$ cat src/core/uhc_pkg.sv
package uhc_pkg;

	// ==========================================================================
	// Register table
	localparam int UHC_NUM_REGS = 27;
	localparam int UHC_SLOT_W   = 5;
	localparam int UHC_IDX_W    = 8;

	typedef logic [UHC_SLOT_W-1:0] uhc_slot_t;
	typedef logic [31:0]           uhc_word_t;

	// Slot numbers used by the logic itself.
	localparam uhc_slot_t UHC_SLOT_CAP_LENGTH   = 5'h00;
	localparam uhc_slot_t UHC_SLOT_STRUCT_PARAM = 5'h01;
	localparam uhc_slot_t UHC_SLOT_CAP_PARAM    = 5'h02;
	localparam uhc_slot_t UHC_SLOT_HOST_COMMAND = 5'h03;
	localparam uhc_slot_t UHC_SLOT_FRAME_INDEX  = 5'h06;
	localparam uhc_slot_t UHC_SLOT_FRAME_END    = 5'h0A;
	localparam uhc_slot_t UHC_SLOT_PART_ID      = 5'h0E;
	localparam uhc_slot_t UHC_SLOT_CHIP_CONFIG  = 5'h15;

	// Register index of every slot; the byte address is four times the index.
	localparam logic [UHC_IDX_W-1:0] UHC_REG_INDEX [UHC_NUM_REGS] = '{
		8'h00, 8'h04, 8'h08, 8'h10, 8'h14, 8'h18, 8'h1C, 8'h24, 8'h28,
		8'h30, 8'h34, 8'h50, 8'h70, 8'h74, 8'h80, 8'h84, 8'h88, 8'h8C,
		8'h90, 8'h92, 8'h94, 8'h96, 8'h98, 8'h9A, 8'h9C, 8'hA0, 8'hA4
	};

	// ==========================================================================
	// Capability fields
	localparam logic [7:0]  UHC_CAP_LENGTH    = 8'h10;
	localparam logic [7:0]  UHC_REV_MAJOR     = 8'h01;
	localparam logic [7:0]  UHC_REV_MINOR     = 8'h00;
	localparam logic [15:0] UHC_IF_REVISION   = {UHC_REV_MAJOR, UHC_REV_MINOR};
	localparam logic [7:0]  UHC_CAP_RSVD      = 8'h00;
	localparam logic [3:0]  UHC_NUM_PORTS     = 4'h1;
	localparam logic [27:0] UHC_SPARAM_RSVD   = 28'h0000000;
	localparam uhc_word_t   UHC_CAP_WORD      = {UHC_IF_REVISION, UHC_CAP_RSVD, UHC_CAP_LENGTH};
	localparam uhc_word_t   UHC_SPARAM_WORD   = {UHC_SPARAM_RSVD, UHC_NUM_PORTS};
	localparam int          UHC_HC_RESET_BIT  = 1;

	// ==========================================================================
	// Reset values
	localparam uhc_word_t UHC_REG_RESET [UHC_NUM_REGS] = '{
		UHC_CAP_WORD, UHC_SPARAM_WORD, 32'h00000006, 32'h00080B00,
		32'h00001000, 32'h00000000, 32'h00000000, 32'h00000000,
		32'h00000000, 32'h00000000, 32'h00000041, 32'h00000000,
		32'h00000000, 32'h00000000, 32'h00000000, 32'h00000000,
		32'h0000001F, 32'h00000000, 32'h00000000, 32'h00000000,
		32'h00000000, 32'h00001FA0, 32'h00000000, 32'h00000000,
		32'h00000400, 32'h00000000, 32'h00000000
	};

	// Bits that software may change; all others keep their reset value.
	localparam uhc_word_t UHC_REG_WMASK [UHC_NUM_REGS] = '{
		32'h00000000, 32'h00000000, 32'h00000000, 32'hFFFFFFFD,
		32'hFFFFFFFF, 32'hFFFFFFFF, 32'hFFFFFFFF, 32'hFFFFFFFF,
		32'hFFFFFFFF, 32'hFFFFFFFF, 32'hFFFFFFFF, 32'hFFFFFFFF,
		32'hFFFFFFFF, 32'hFFFFFFFF, 32'h00000000, 32'hFFFFFFFF,
		32'hFFFFFFFF, 32'hFFFFFFFF, 32'h0000FFFF, 32'h0000FFFF,
		32'h0000FFFF, 32'h0000FFFF, 32'h0000FFFF, 32'h0000FFFF,
		32'h0000FFFF, 32'h0000FFFF, 32'h0000FFFF
	};

	// ==========================================================================
	// Bus encodings
	localparam logic [1:0] UHC_HTRANS_NONSEQ = 2'h2;
	localparam logic       UHC_HRESP_OKAY    = 1'h0;

endpackage

$ cat src/core/uhc_cap_regs.sv
// Our own choice: register access over AHB-Lite.
`timescale 1ns/10ps
// Contract
// The low byte of the word at offset zero reads a fixed 8'h10, the offset of the operational space.
// The upper half of the word at offset zero is a read-only BCD interface revision of 16'h0100.
// In the revision field the upper byte holds the major digits and the lower byte the minor digits.
// The structural word reads 4'h1 ports in bits 3:0 with zeros above, and bits 15:8 of the capability word read zero.
// After reset every register returns its listed reset value; the part identification word reads PART_ID, not its listed 32'h00000000.
// Writes to the read-only capability and structural words are ignored.
module uhc_cap_regs #(
	parameter logic [31:0] PART_ID = 32'h00A5_005A
) (
	input  wire logic        sys_clk,
	input  wire logic        rst_n,
	input  wire logic        hsel,
	input  wire logic [31:0] haddr,
	input  wire logic [1:0]  htrans,
	input  wire logic        hwrite,
	input  wire logic [2:0]  hsize,
	input  wire logic [31:0] hwdata,
	input  wire logic        hready,
	output logic             hreadyout,
	output logic             hresp,
	output logic      [31:0] hrdata
);

	// ==========================================================================
	// Address decode
	// The part identification value above is arbitrary.
	typedef struct packed {
		logic             hit;
		uhc_pkg::uhc_slot_t slot;
	} uhc_lookup_t;

	function automatic uhc_lookup_t findSlot(input logic [31:0] addr);
		uhc_lookup_t res;
		res.hit  = 1'b0;
		res.slot = '0;
		for (int i = 0; i < uhc_pkg::UHC_NUM_REGS; i++) begin
			if (addr == {22'h000000, uhc_pkg::UHC_REG_INDEX[i], 2'h0}) begin
				res.hit  = 1'b1;
				res.slot = uhc_pkg::uhc_slot_t'(i);
			end
		end
		return res;
	endfunction

	uhc_lookup_t        lookup;
	logic               accept;
	logic               wrPendFf;
	logic               rdPendFf;
	uhc_pkg::uhc_slot_t wrSlotFf;
	uhc_pkg::uhc_slot_t rdSlotFf;
	logic               rdHitFf;
	logic               softReset;
	logic               firstCycleFf;
	logic [31:0]        regFf [uhc_pkg::UHC_NUM_REGS];
	logic [31:0]        hrdataFf;
	logic [31:0]        nxt_hrdata;

	// The slave never inserts wait states, so hready is ours and only qualifies.
	assign lookup    = findSlot(haddr);
	assign accept    = hsel && hready && (htrans == uhc_pkg::UHC_HTRANS_NONSEQ);
	assign softReset = wrPendFf && (wrSlotFf == uhc_pkg::UHC_SLOT_HOST_COMMAND) &&
		hwdata[uhc_pkg::UHC_HC_RESET_BIT];

	// ==========================================================================
	// Data phase tracking
	always_ff @(posedge sys_clk or negedge rst_n) begin
		if (!rst_n) begin
			wrPendFf <= 1'b0;
			rdPendFf <= 1'b0;
			wrSlotFf <= '0;
			rdSlotFf <= '0;
			rdHitFf  <= 1'b0;
		end else begin
			wrPendFf <= accept && hwrite && lookup.hit;
			rdPendFf <= accept && !hwrite;
			wrSlotFf <= lookup.slot;
			rdSlotFf <= lookup.slot;
			rdHitFf  <= lookup.hit;
		end
	end

	// ==========================================================================
	// Register storage
	// Read-only bits carry a zero write mask, so they keep their reset value.
	always_ff @(posedge sys_clk or negedge rst_n) begin
		if (!rst_n) begin
			for (int i = 0; i < uhc_pkg::UHC_NUM_REGS; i++) begin
				regFf[i] <= uhc_pkg::UHC_REG_RESET[i];
			end
		end else if (softReset) begin
			// The controller reset bit reloads every register and clears itself.
			for (int i = 0; i < uhc_pkg::UHC_NUM_REGS; i++) begin
				regFf[i] <= uhc_pkg::UHC_REG_RESET[i];
			end
		end else if (wrPendFf) begin
			regFf[wrSlotFf] <= (hwdata & uhc_pkg::UHC_REG_WMASK[wrSlotFf]) |
				(uhc_pkg::UHC_REG_RESET[wrSlotFf] & ~uhc_pkg::UHC_REG_WMASK[wrSlotFf]);
		end
	end

	always_ff @(posedge sys_clk or negedge rst_n) begin
		if (!rst_n) begin
			firstCycleFf <= 1'b1;
		end else begin
			firstCycleFf <= 1'b0;
		end
	end

	// ==========================================================================
	// Read path
	// A read right behind a write to the same word sees the new value, because the masked
	// hwdata is forwarded: the write lands only on the edge that samples the read data.
	always_comb begin
		nxt_hrdata = 32'h00000000;
		if (accept && !hwrite && lookup.hit) begin
			case (lookup.slot)
				uhc_pkg::UHC_SLOT_CAP_LENGTH: begin
					nxt_hrdata = uhc_pkg::UHC_CAP_WORD; // see see see
				end
				uhc_pkg::UHC_SLOT_STRUCT_PARAM: begin
					nxt_hrdata = uhc_pkg::UHC_SPARAM_WORD;
				end
				uhc_pkg::UHC_SLOT_PART_ID: begin
					nxt_hrdata = PART_ID;
				end
				default: begin
					if (softReset) begin
						nxt_hrdata = uhc_pkg::UHC_REG_RESET[lookup.slot];
					end else if (wrPendFf && (wrSlotFf == lookup.slot)) begin
						nxt_hrdata = (hwdata & uhc_pkg::UHC_REG_WMASK[lookup.slot]) |
							(uhc_pkg::UHC_REG_RESET[lookup.slot] &
							~uhc_pkg::UHC_REG_WMASK[lookup.slot]);
					end else begin
						nxt_hrdata = regFf[lookup.slot];
					end
				end
			endcase
		end
	end

	always_ff @(posedge sys_clk or negedge rst_n) begin
		if (!rst_n) begin
			hrdataFf <= 32'h00000000;
		end else begin
			hrdataFf <= nxt_hrdata;
		end
	end

	// ==========================================================================
	// Bus response
	logic hreadyoutFf;
	logic hrespFf;

	always_ff @(posedge sys_clk or negedge rst_n) begin
		if (!rst_n) begin
			hreadyoutFf <= 1'b1;
			hrespFf     <= uhc_pkg::UHC_HRESP_OKAY;
		end else begin
			hreadyoutFf <= 1'b1;
			hrespFf     <= uhc_pkg::UHC_HRESP_OKAY;
		end
	end

	assign hreadyout = hreadyoutFf;
	assign hresp     = hrespFf;
	assign hrdata    = hrdataFf;

	// ==========================================================================
	// Checks
	capLength_a: assert property (@(posedge sys_clk) disable iff (!rst_n)
		rdPendFf && rdHitFf && (rdSlotFf == uhc_pkg::UHC_SLOT_CAP_LENGTH) |->
		hrdata[7:0] == 8'h10)
		else $error("capability length reads wrong");

	ifRevision_a: assert property (@(posedge sys_clk) disable iff (!rst_n)
		rdPendFf && rdHitFf && (rdSlotFf == uhc_pkg::UHC_SLOT_CAP_LENGTH) |->
		hrdata[31:16] == 16'h0100)
		else $error("interface revision reads wrong");

	revDigits_a: assert property (@(posedge sys_clk) disable iff (!rst_n)
		rdPendFf && rdHitFf && (rdSlotFf == uhc_pkg::UHC_SLOT_CAP_LENGTH) |->
		(hrdata[31:24] == 8'h01) && (hrdata[23:16] == 8'h00))
		else $error("revision digits misplaced");

	portCount_a: assert property (@(posedge sys_clk) disable iff (!rst_n)
		rdPendFf && rdHitFf && (rdSlotFf == uhc_pkg::UHC_SLOT_STRUCT_PARAM) |->
		hrdata == 32'h00000001)
		else $error("structural word reads wrong");

	capReserved_a: assert property (@(posedge sys_clk) disable iff (!rst_n)
		rdPendFf && rdHitFf && (rdSlotFf == uhc_pkg::UHC_SLOT_CAP_LENGTH) |->
		hrdata[15:8] == 8'h00)
		else $error("capability reserved byte not zero");

	resetValues_a: assert property (@(posedge sys_clk) disable iff (!rst_n)
		firstCycleFf |-> (regFf[uhc_pkg::UHC_SLOT_HOST_COMMAND] == 32'h00080B00) &&
		(regFf[uhc_pkg::UHC_SLOT_FRAME_END] == 32'h00000041) &&
		(regFf[uhc_pkg::UHC_SLOT_CHIP_CONFIG] == 32'h00001FA0))
		else $error("register reset value wrong");

	softReload_a: assert property (@(posedge sys_clk) disable iff (!rst_n)
		softReset |=> (regFf[uhc_pkg::UHC_SLOT_HOST_COMMAND] == 32'h00080B00) &&
		(regFf[uhc_pkg::UHC_SLOT_FRAME_INDEX] == 32'h00000000))
		else $error("controller reset did not reload registers");

	roIgnore_a: assert property (@(posedge sys_clk) disable iff (!rst_n)
		wrPendFf && (wrSlotFf == uhc_pkg::UHC_SLOT_STRUCT_PARAM) |=>
		regFf[uhc_pkg::UHC_SLOT_STRUCT_PARAM] == $past(regFf[uhc_pkg::UHC_SLOT_STRUCT_PARAM]))
		else $error("read-only word changed by a write");

	cmdStore_a: assert property (@(posedge sys_clk) disable iff (!rst_n)
		wrPendFf && !softReset && (wrSlotFf == uhc_pkg::UHC_SLOT_HOST_COMMAND) |=>
		regFf[uhc_pkg::UHC_SLOT_HOST_COMMAND] == ($past(hwdata) & 32'hFFFFFFFD))
		else $error("command write not stored");

	busOkay_a: assert property (@(posedge sys_clk) disable iff (!rst_n)
		hreadyout && (hresp == 1'b0))
		else $error("bus response not ready and okay");

	// The read bus is quiet outside a mapped read, so a stale word can never be taken.
	idleZero_a: assert property (@(posedge sys_clk) disable iff (!rst_n)
		!(rdPendFf && rdHitFf) |-> hrdata == 32'h00000000)
		else $error("read data not zero outside a read");

	capParam_a: assert property (@(posedge sys_clk) disable iff (!rst_n)
		rdPendFf && rdHitFf && (rdSlotFf == uhc_pkg::UHC_SLOT_CAP_PARAM) |->
		hrdata == 32'h00000006)
		else $error("capability parameter word reads wrong");

	capHeld_a: assert property (@(posedge sys_clk) disable iff (!rst_n)
		(regFf[uhc_pkg::UHC_SLOT_CAP_LENGTH] == 32'h01000010) &&
		(regFf[uhc_pkg::UHC_SLOT_STRUCT_PARAM] == 32'h00000001))
		else $error("read-only capability storage changed");

	// Half-word registers keep their upper half at zero whatever software writes.
	halfWord_a: assert property (@(posedge sys_clk) disable iff (!rst_n)
		rdPendFf && rdHitFf && (rdSlotFf >= 5'h12) |-> hrdata[31:16] == 16'h0000)
		else $error("half-word register upper bits not zero");

endmodule // uhc_cap_regs

$ cat config.mk
export PLATFORM = sky130hd
export DESIGN_NAME = uhc_cap_regs
export DESIGN_NICKNAME = d
export VERILOG_FILES = /design/src/core/uhc_pkg.sv /design/src/core/uhc_cap_regs.sv
export SDC_FILE = /design/constraint.sdc
export NUM_CORES = 2
export LEC_CHECK = 0
export ABC_CLOCK_PERIOD_IN_PS = 6800
export BUFFER_PORTS_ARGS = -buffer_cell sky130_fd_sc_hd__buf_2
export CORE_MARGIN = 2
export CORE_UTILIZATION = 50
export CTS_CLUSTER_DIAMETER = 200
export DETAILED_ROUTE_END_ITERATION = 6
export PLACE_DENSITY = 0.71
export RECOVER_POWER = 100
export SLEW_MARGIN = 20
export SYNTH_ARGS = -nofsm -noshare
export SYNTH_HDL_FRONTEND = slang
export SYNTH_SLANG_ARGS = --single-unit
$ cat constraint.sdc
create_clock -name sys_clk -period 6.8 [get_ports sys_clk]
set_input_delay 1.36 -clock sys_clk [delete_from_list [all_inputs] [get_ports sys_clk]]
set_output_delay 1.36 -clock sys_clk [all_outputs]
set_load 0.01 [all_outputs]
# Yosys cells after proc, flatten, opt, wreduce, memory -nomap -nowiden
# Memory sizes are Yosys's and may differ from the RTL's.
# Index checks and enable logic that the tools add are counted.
dict set report word_totals {
  register_bits 902
  romBits 4096
  out_inout_bits 34
  n_memories 4
}
dict set report op_classes {
  magnitude_cmp 3
  n_eq_ne 31
  mux 47
  n_bitwise 10
  reduce_logical 14
}
# name words word_bits rd rd_ports_with_merged_regs write_ports line_no
set memory_table {}
lappend memory_table {{(name not given)} 32 32 1 0 0 uhc_cap_regs.sv:135} ;# ~uhc_pkg::UHC_REG_WMASK[lookup.slot]);
lappend memory_table {{(name not given)} 32 32 1 0 0 uhc_cap_regs.sv:134} ;# (uhc_pkg::UHC_REG_RESET[lookup.slot] &
lappend memory_table {{(name not given)} 32 32 1 0 0 uhc_cap_regs.sv:100} ;# (uhc_pkg::UHC_REG_RESET[wrSlotFf] & ~uhc_pkg::UHC_REG_WMASK[wrSlotFf]);
lappend memory_table {{(name not given)} 32 32 1 0 0 uhc_cap_regs.sv:100}
# op count
set op_table {}
lappend op_table {{two-way mux 864 bit} 2}
lappend op_table {{bitwise mux 864 bit} 1}
lappend op_table {{two-way mux 32 bit} 14}
lappend op_table {{== test 32 x 10 -> 1 bit, second input constant} 13}
lappend op_table {{two-way mux 6 bit} 27}
lappend op_table {{binary-select mux 32 bit (select 5 bit)} 1}
lappend op_table {{demux 32 bit (select 5 bit)} 1}
lappend op_table {{bitwise AND 32 bit} 4}
lappend op_table {{== test 32 x 7 -> 1 bit, second input constant} 4}
lappend op_table {{== test 32 x 8 -> 1 bit, second input constant} 4}
lappend op_table {{== test 32 x 9 -> 1 bit, second input constant} 3}
lappend op_table {{case mux 32 bit (3 select lines)} 1}
lappend op_table {{inverter 32 bit} 2}
lappend op_table {{bitwise OR 32 bit} 2}
lappend op_table {{== test 32 x 5 -> 1 bit, second input constant} 1}
lappend op_table {{== test 32 x 6 -> 1 bit, second input constant} 1}
lappend op_table {{logical NOT 32 bit} 1}
lappend op_table {{>= comparator 6 bit, second input constant} 2}
lappend op_table {{inverter 5 -> 6 bit} 2}
lappend op_table {{logical AND 1 bit} 10}
lappend op_table {{less-than comparator 6 x 1 -> 1 bit, second input constant} 1}
lappend op_table {{== test 5 x 1 -> 1 bit, second input constant} 1}
lappend op_table {{== test 5 x 2 -> 1 bit, second input constant} 1}
lappend op_table {{== test 5 x 4 -> 1 bit, second input constant} 1}
lappend op_table {{other kinds (5)} 5}

# Logic depth before layout (Yosys ltp)
dict set report logic_depth {
  word_depth 39
  mapped_depth 19
}

# Worst setup path before layout
# No wires, ideal clock.
dict set report synth_timing {
  path_type {in2reg}
  from {input haddr[13]}
  to {register hrdataFf[4], in the netlist hrdata[4]}
  t_arrival_ns 4.270
  required_time_ns 6.696
  slack_ns 2.427
  stages 13
  path_cell_list {or4_1 > or2_1 > or3_1 > buf_2 > o21a_1 > xnor2_1 > nor4_1 > and3_1 > buf_2 > and2_1 > buf_2 > a221oi_1 > a221oi_1}
}
dict set report synth_between {
  elab_chain_cells 38
}
# item line_no
set synth_rtl {}
lappend synth_rtl {{from (decl)} uhc_cap_regs.sv:16} ;# input wire logic [31:0] haddr,
lappend synth_rtl {{== test 32 x 5 -> 1 bit} uhc_cap_regs.sv:40} ;# if (addr == {22'h000000, uhc_pkg::UHC_REG_INDEX[i], 2'h0}) begin
lappend synth_rtl {{two-way mux 6 bit (25 in a row)} uhc_cap_regs.sv:40}
lappend synth_rtl {{two-way mux 6 bit *} uhc_cap_regs.sv:40}
lappend synth_rtl {{inverter 5 -> 6 bit (not written as such)} n/a}
lappend synth_rtl {{memory read (32 x 32 bit)} n/a}
lappend synth_rtl {{two-way mux 32 bit (not written as such) (2 in a row)} uhc_cap_regs.sv:135}
lappend synth_rtl {{inverter 32 bit} uhc_cap_regs.sv:135}
lappend synth_rtl {{bitwise AND 32 bit} uhc_cap_regs.sv:134}
lappend synth_rtl {{bitwise OR 32 bit} uhc_cap_regs.sv:133} ;# nxt_hrdata = (hwdata & uhc_pkg::UHC_REG_WMASK[lookup.slot]) |
lappend synth_rtl {{two-way mux 32 bit} uhc_cap_regs.sv:132} ;# end else if (wrPendFf && (wrSlotFf == lookup.slot)) begin
lappend synth_rtl {{two-way mux 32 bit} uhc_cap_regs.sv:130} ;# if (softReset) begin
lappend synth_rtl {{case mux 32 bit (3 select lines)} uhc_cap_regs.sv:119} ;# case (lookup.slot)
lappend synth_rtl {{two-way mux 32 bit *} uhc_cap_regs.sv:118} ;# if (accept && !hwrite && lookup.hit) begin
lappend synth_rtl {{via nxt_hrdata[4]} uhc_cap_regs.sv:59} ;# logic [31:0] nxt_hrdata;
lappend synth_rtl {{to (signal assigned)} uhc_cap_regs.sv:148} ;# hrdataFf <= nxt_hrdata;
lappend synth_rtl {{to (decl)} uhc_cap_regs.sv:58} ;# logic [31:0] hrdataFf;
# The timed path passes the listed nets; every way through them passes the cells marked *. The select of a mux whose other input is x is not followed.
# A chain may end at the register's enable or synchronous reset.

# Worst setup path after layout
dict set report layout_timing {
  from {input haddr[1]}
  to {register hrdataFf[5], in the netlist hrdata[5]}
}
# The elaborated chain is that of the path after synthesis.

==> results.yml <==
sta:
  worstMarginPinSlew_ps: 4620
  rsz0062_at_grt: "no"
  post-route-min-period_ps: 5890
  fin_setup_tns_ps: 0
  period_share_pct: 86.6
  slew_violations: 531
  clock_skew_ps: 24.6
  max_freq_ghz: 0.170
  slew_headroom_pct: -208
  final-setup-viol-count: 0
  hold_slack_ps: 464
  hold_violations: 0
  fin_ws_ps: 912
cts:
  clk_latency_ps: 660
  clk_pin_slew_worst_paths_ps: 60
  cts_tree: "yes"
  cts-resized-gates: 0
  cts_buffer_depth: 3
  cts_setup_buffers: 0
  clock-sinks: 902
  cts-root-buf: "clkbuf_16"
  htree_levels: 3
  cts_made_buffers: 92
  ctsHoldBuffers: 0
floorplan:
  dieArea_sq_um: 82700
  core-area_sq_um: 79300
  start_util_pct: 50.7
  rows: 103
  die-height_um: 288
  die_w_um: 288
  io_pins: 108
logic_synthesis:
  synth.net_count: 4360
  syn_inst: 4286
  synth.distinct_cells: 84
  synth.area.top_cells: "dfrtp_1, o21ai_0, nand3_1"
  synth_flop_cell: "dfrtp_1"
  synth-async-reset-ratio_pct: 100
  synth_top_area_cell: "dfrtp_1"
  synth_commonest_cells: "dfrtp_1, o21ai_0, nand3_1"
  syn_area_sq_um: 40200
  seq_area_frac_synth_pct: 56.2
  yosysMostFrequentCell: "dfrtp_1"
  synth-seq-cells: 902
  synth_edf_count: 0
  yosysTopAreaCellShare_pct: 54.6
  yosys_warnings: 0
  synth.avg_cell_area_sq_um: 9.38
routing:
  viasPerCell: 6.63
  drtPass1Iterations: 7
  avgRoutedWirePerCell_um: 26.6
  drc: 1
  wl_um: 140000
  via_count: 34853
  detail-route-antenna-nets: 0
  drtIter0Drc: 4973
worst_setup_path:
  start_kind: "input port"
  path_class: "in2reg"
  critPathCaptureType: "flip-flop"
  cp_max_fo: 27
  crit_required_ps: 7320
  arrival_ps: 6410
placement:
  placedCellCount: 5086
  io_buffers: 102
  gp_congestion: 0.972
  pre_cts_ws_ps: 941
  dp_hpwl_um: 76200
power:
  switchingPower_mw: 2.35
  netSwitchingFraction_pct: 21.7
  power_density_nw_per_um2: 246
  total_power_mw: 10.8
  peakVddDrop_mv: 0.187
  p_comb_share_pct: 1.7
  power_frac_clock_pct: 48.8
  leakage_nw: 19.5
  p_int_mw: 8.50
  seqPwrFrac_pct: 49.6
global_route:
  overflow: 0
  first_global_vias: 32955
  grt_usage_pct: 33.5
  grt_start_max_net_pins: 249
  antenna_found_initial: 5
  grt_pass1_wl_um: 210000
worst_hold_path:
  hold_class: "reg2reg"
final_layout:
  nets: 4204
  multi_input_area_sq_um: 15900
  regArea_sq_um: 22600
  fill_cells: 6942
  layoutNonFillerInstCount: 5256
  drive_above_1_share_pct: 9.04
  flow.area_growth_from_synthesis_pct: 9.90
outcome:
  outcome: "finished with violations"
  violations: "design-rule violations, max-capacitance violations, max-slew violations"
flow_run:
  cap_viol_max_count: 11
layout make-up:
| cell class | instances | share of cell area [%] |
|---|---|---|
| Inverter | 13 | 0.127 |
| Tap cell | 1050 | 2.97 |
| Clock buffer | 131 | 6.07 |
| Multi-Input combinational cell | 2927 | 35.9 |
| Sequential cell | 902 | 51.2 |
| Antenna cell | 2 | 0.0113 |
| Timing Repair Buffer | 194 | 2.76 |
| Clock inverter | 37 | 1.02 |
layout by cell type, fill, tap and decap left out, drive strengths merged, types with 23 or more instances in the layout:
master	n
o221ai	69
o21ai	728
a21oi	134
dfrtp	877
nor3	39
a31oi	120
buf	143
and2	134
nand3	607
and3	158
mux2i	40
nand2	493
o22ai	85
clkinv	23
clkbuf	182
dfstp	25
nor2	90
metal layers:
layer  vias up  global-route usage [%]  wire length [um]
met5         -                       0                13
met4         2                    16.7              7610
met3       448                    7.08             15700
met2      2094                    49.4             60800
met1     17277                    47.0             55500
li1      15032                       -                 -
final timing paths:
check / start / to / slack, ps / depth (start not counted)
setup / recovery: haddr[1] / hrdata[5] / 910 / 13
hold / removal: regFf[744] / regFf[744] / 460 / 2
setup reg to reg: wrSlotFf[2] / hrdata[11] / 1070 / 9
hold reg to reg: regFf[744] / regFf[744] / 460 / 2
max in group asynchronous: rst_n / regFf[451] / 1320 / 2
min in group asynchronous: rst_n / regFf[416] / 2350 / 1
power by group through the flow:
stage | clock network, mW | logic, mW | registers (mW)
after floorplan | 0 | 0.0297 | 5.48
final | 5.29 | 0.180 | 5.38
after detailed placement | 0 | 0.184 | 5.48
after CTS | 5.31 | 0.184 | 5.38
after global placement | 0 | 0.184 | 5.48
after global routing | 5.55 | 0.205 | 5.38
per-stage QoR:
step,utilization (%),cell area (sq um)
global placement,52.0,41200
finish,55.7,44200
CTS,55.9,44300
detailed placement,52.0,41200
global route,55.7,44200
floorplan,-,40200
kinds of logic after synthesis:
kind of cell / share of synthesized area (%)
other cells: 0.0187
flops: 56.2
mux: 1.11
simple gates: 19.5
xor+xnor: 0.109
buf+inv: 4.66
compound gates: 18.3
worst max-delay path, cell delays in order:
cell,delay [ps]
clkbuf_1,90
nor4_1,850
nand2_1,300
a2111o_1,500
and2_4,340
inv_8,300
xnor2_1,130
nand3_1,430
clkbuf_1,900
nand2_1,360
nor3_1,400
nor2_1,80
a31oi_1,350
state kept, by name, indices dropped and copies added, names as in the netlist:
name	flops
wrSlotFf	5
wrPendFf	1
regFf	864
hrdata	32
Power figures use the tool's default switching activity.
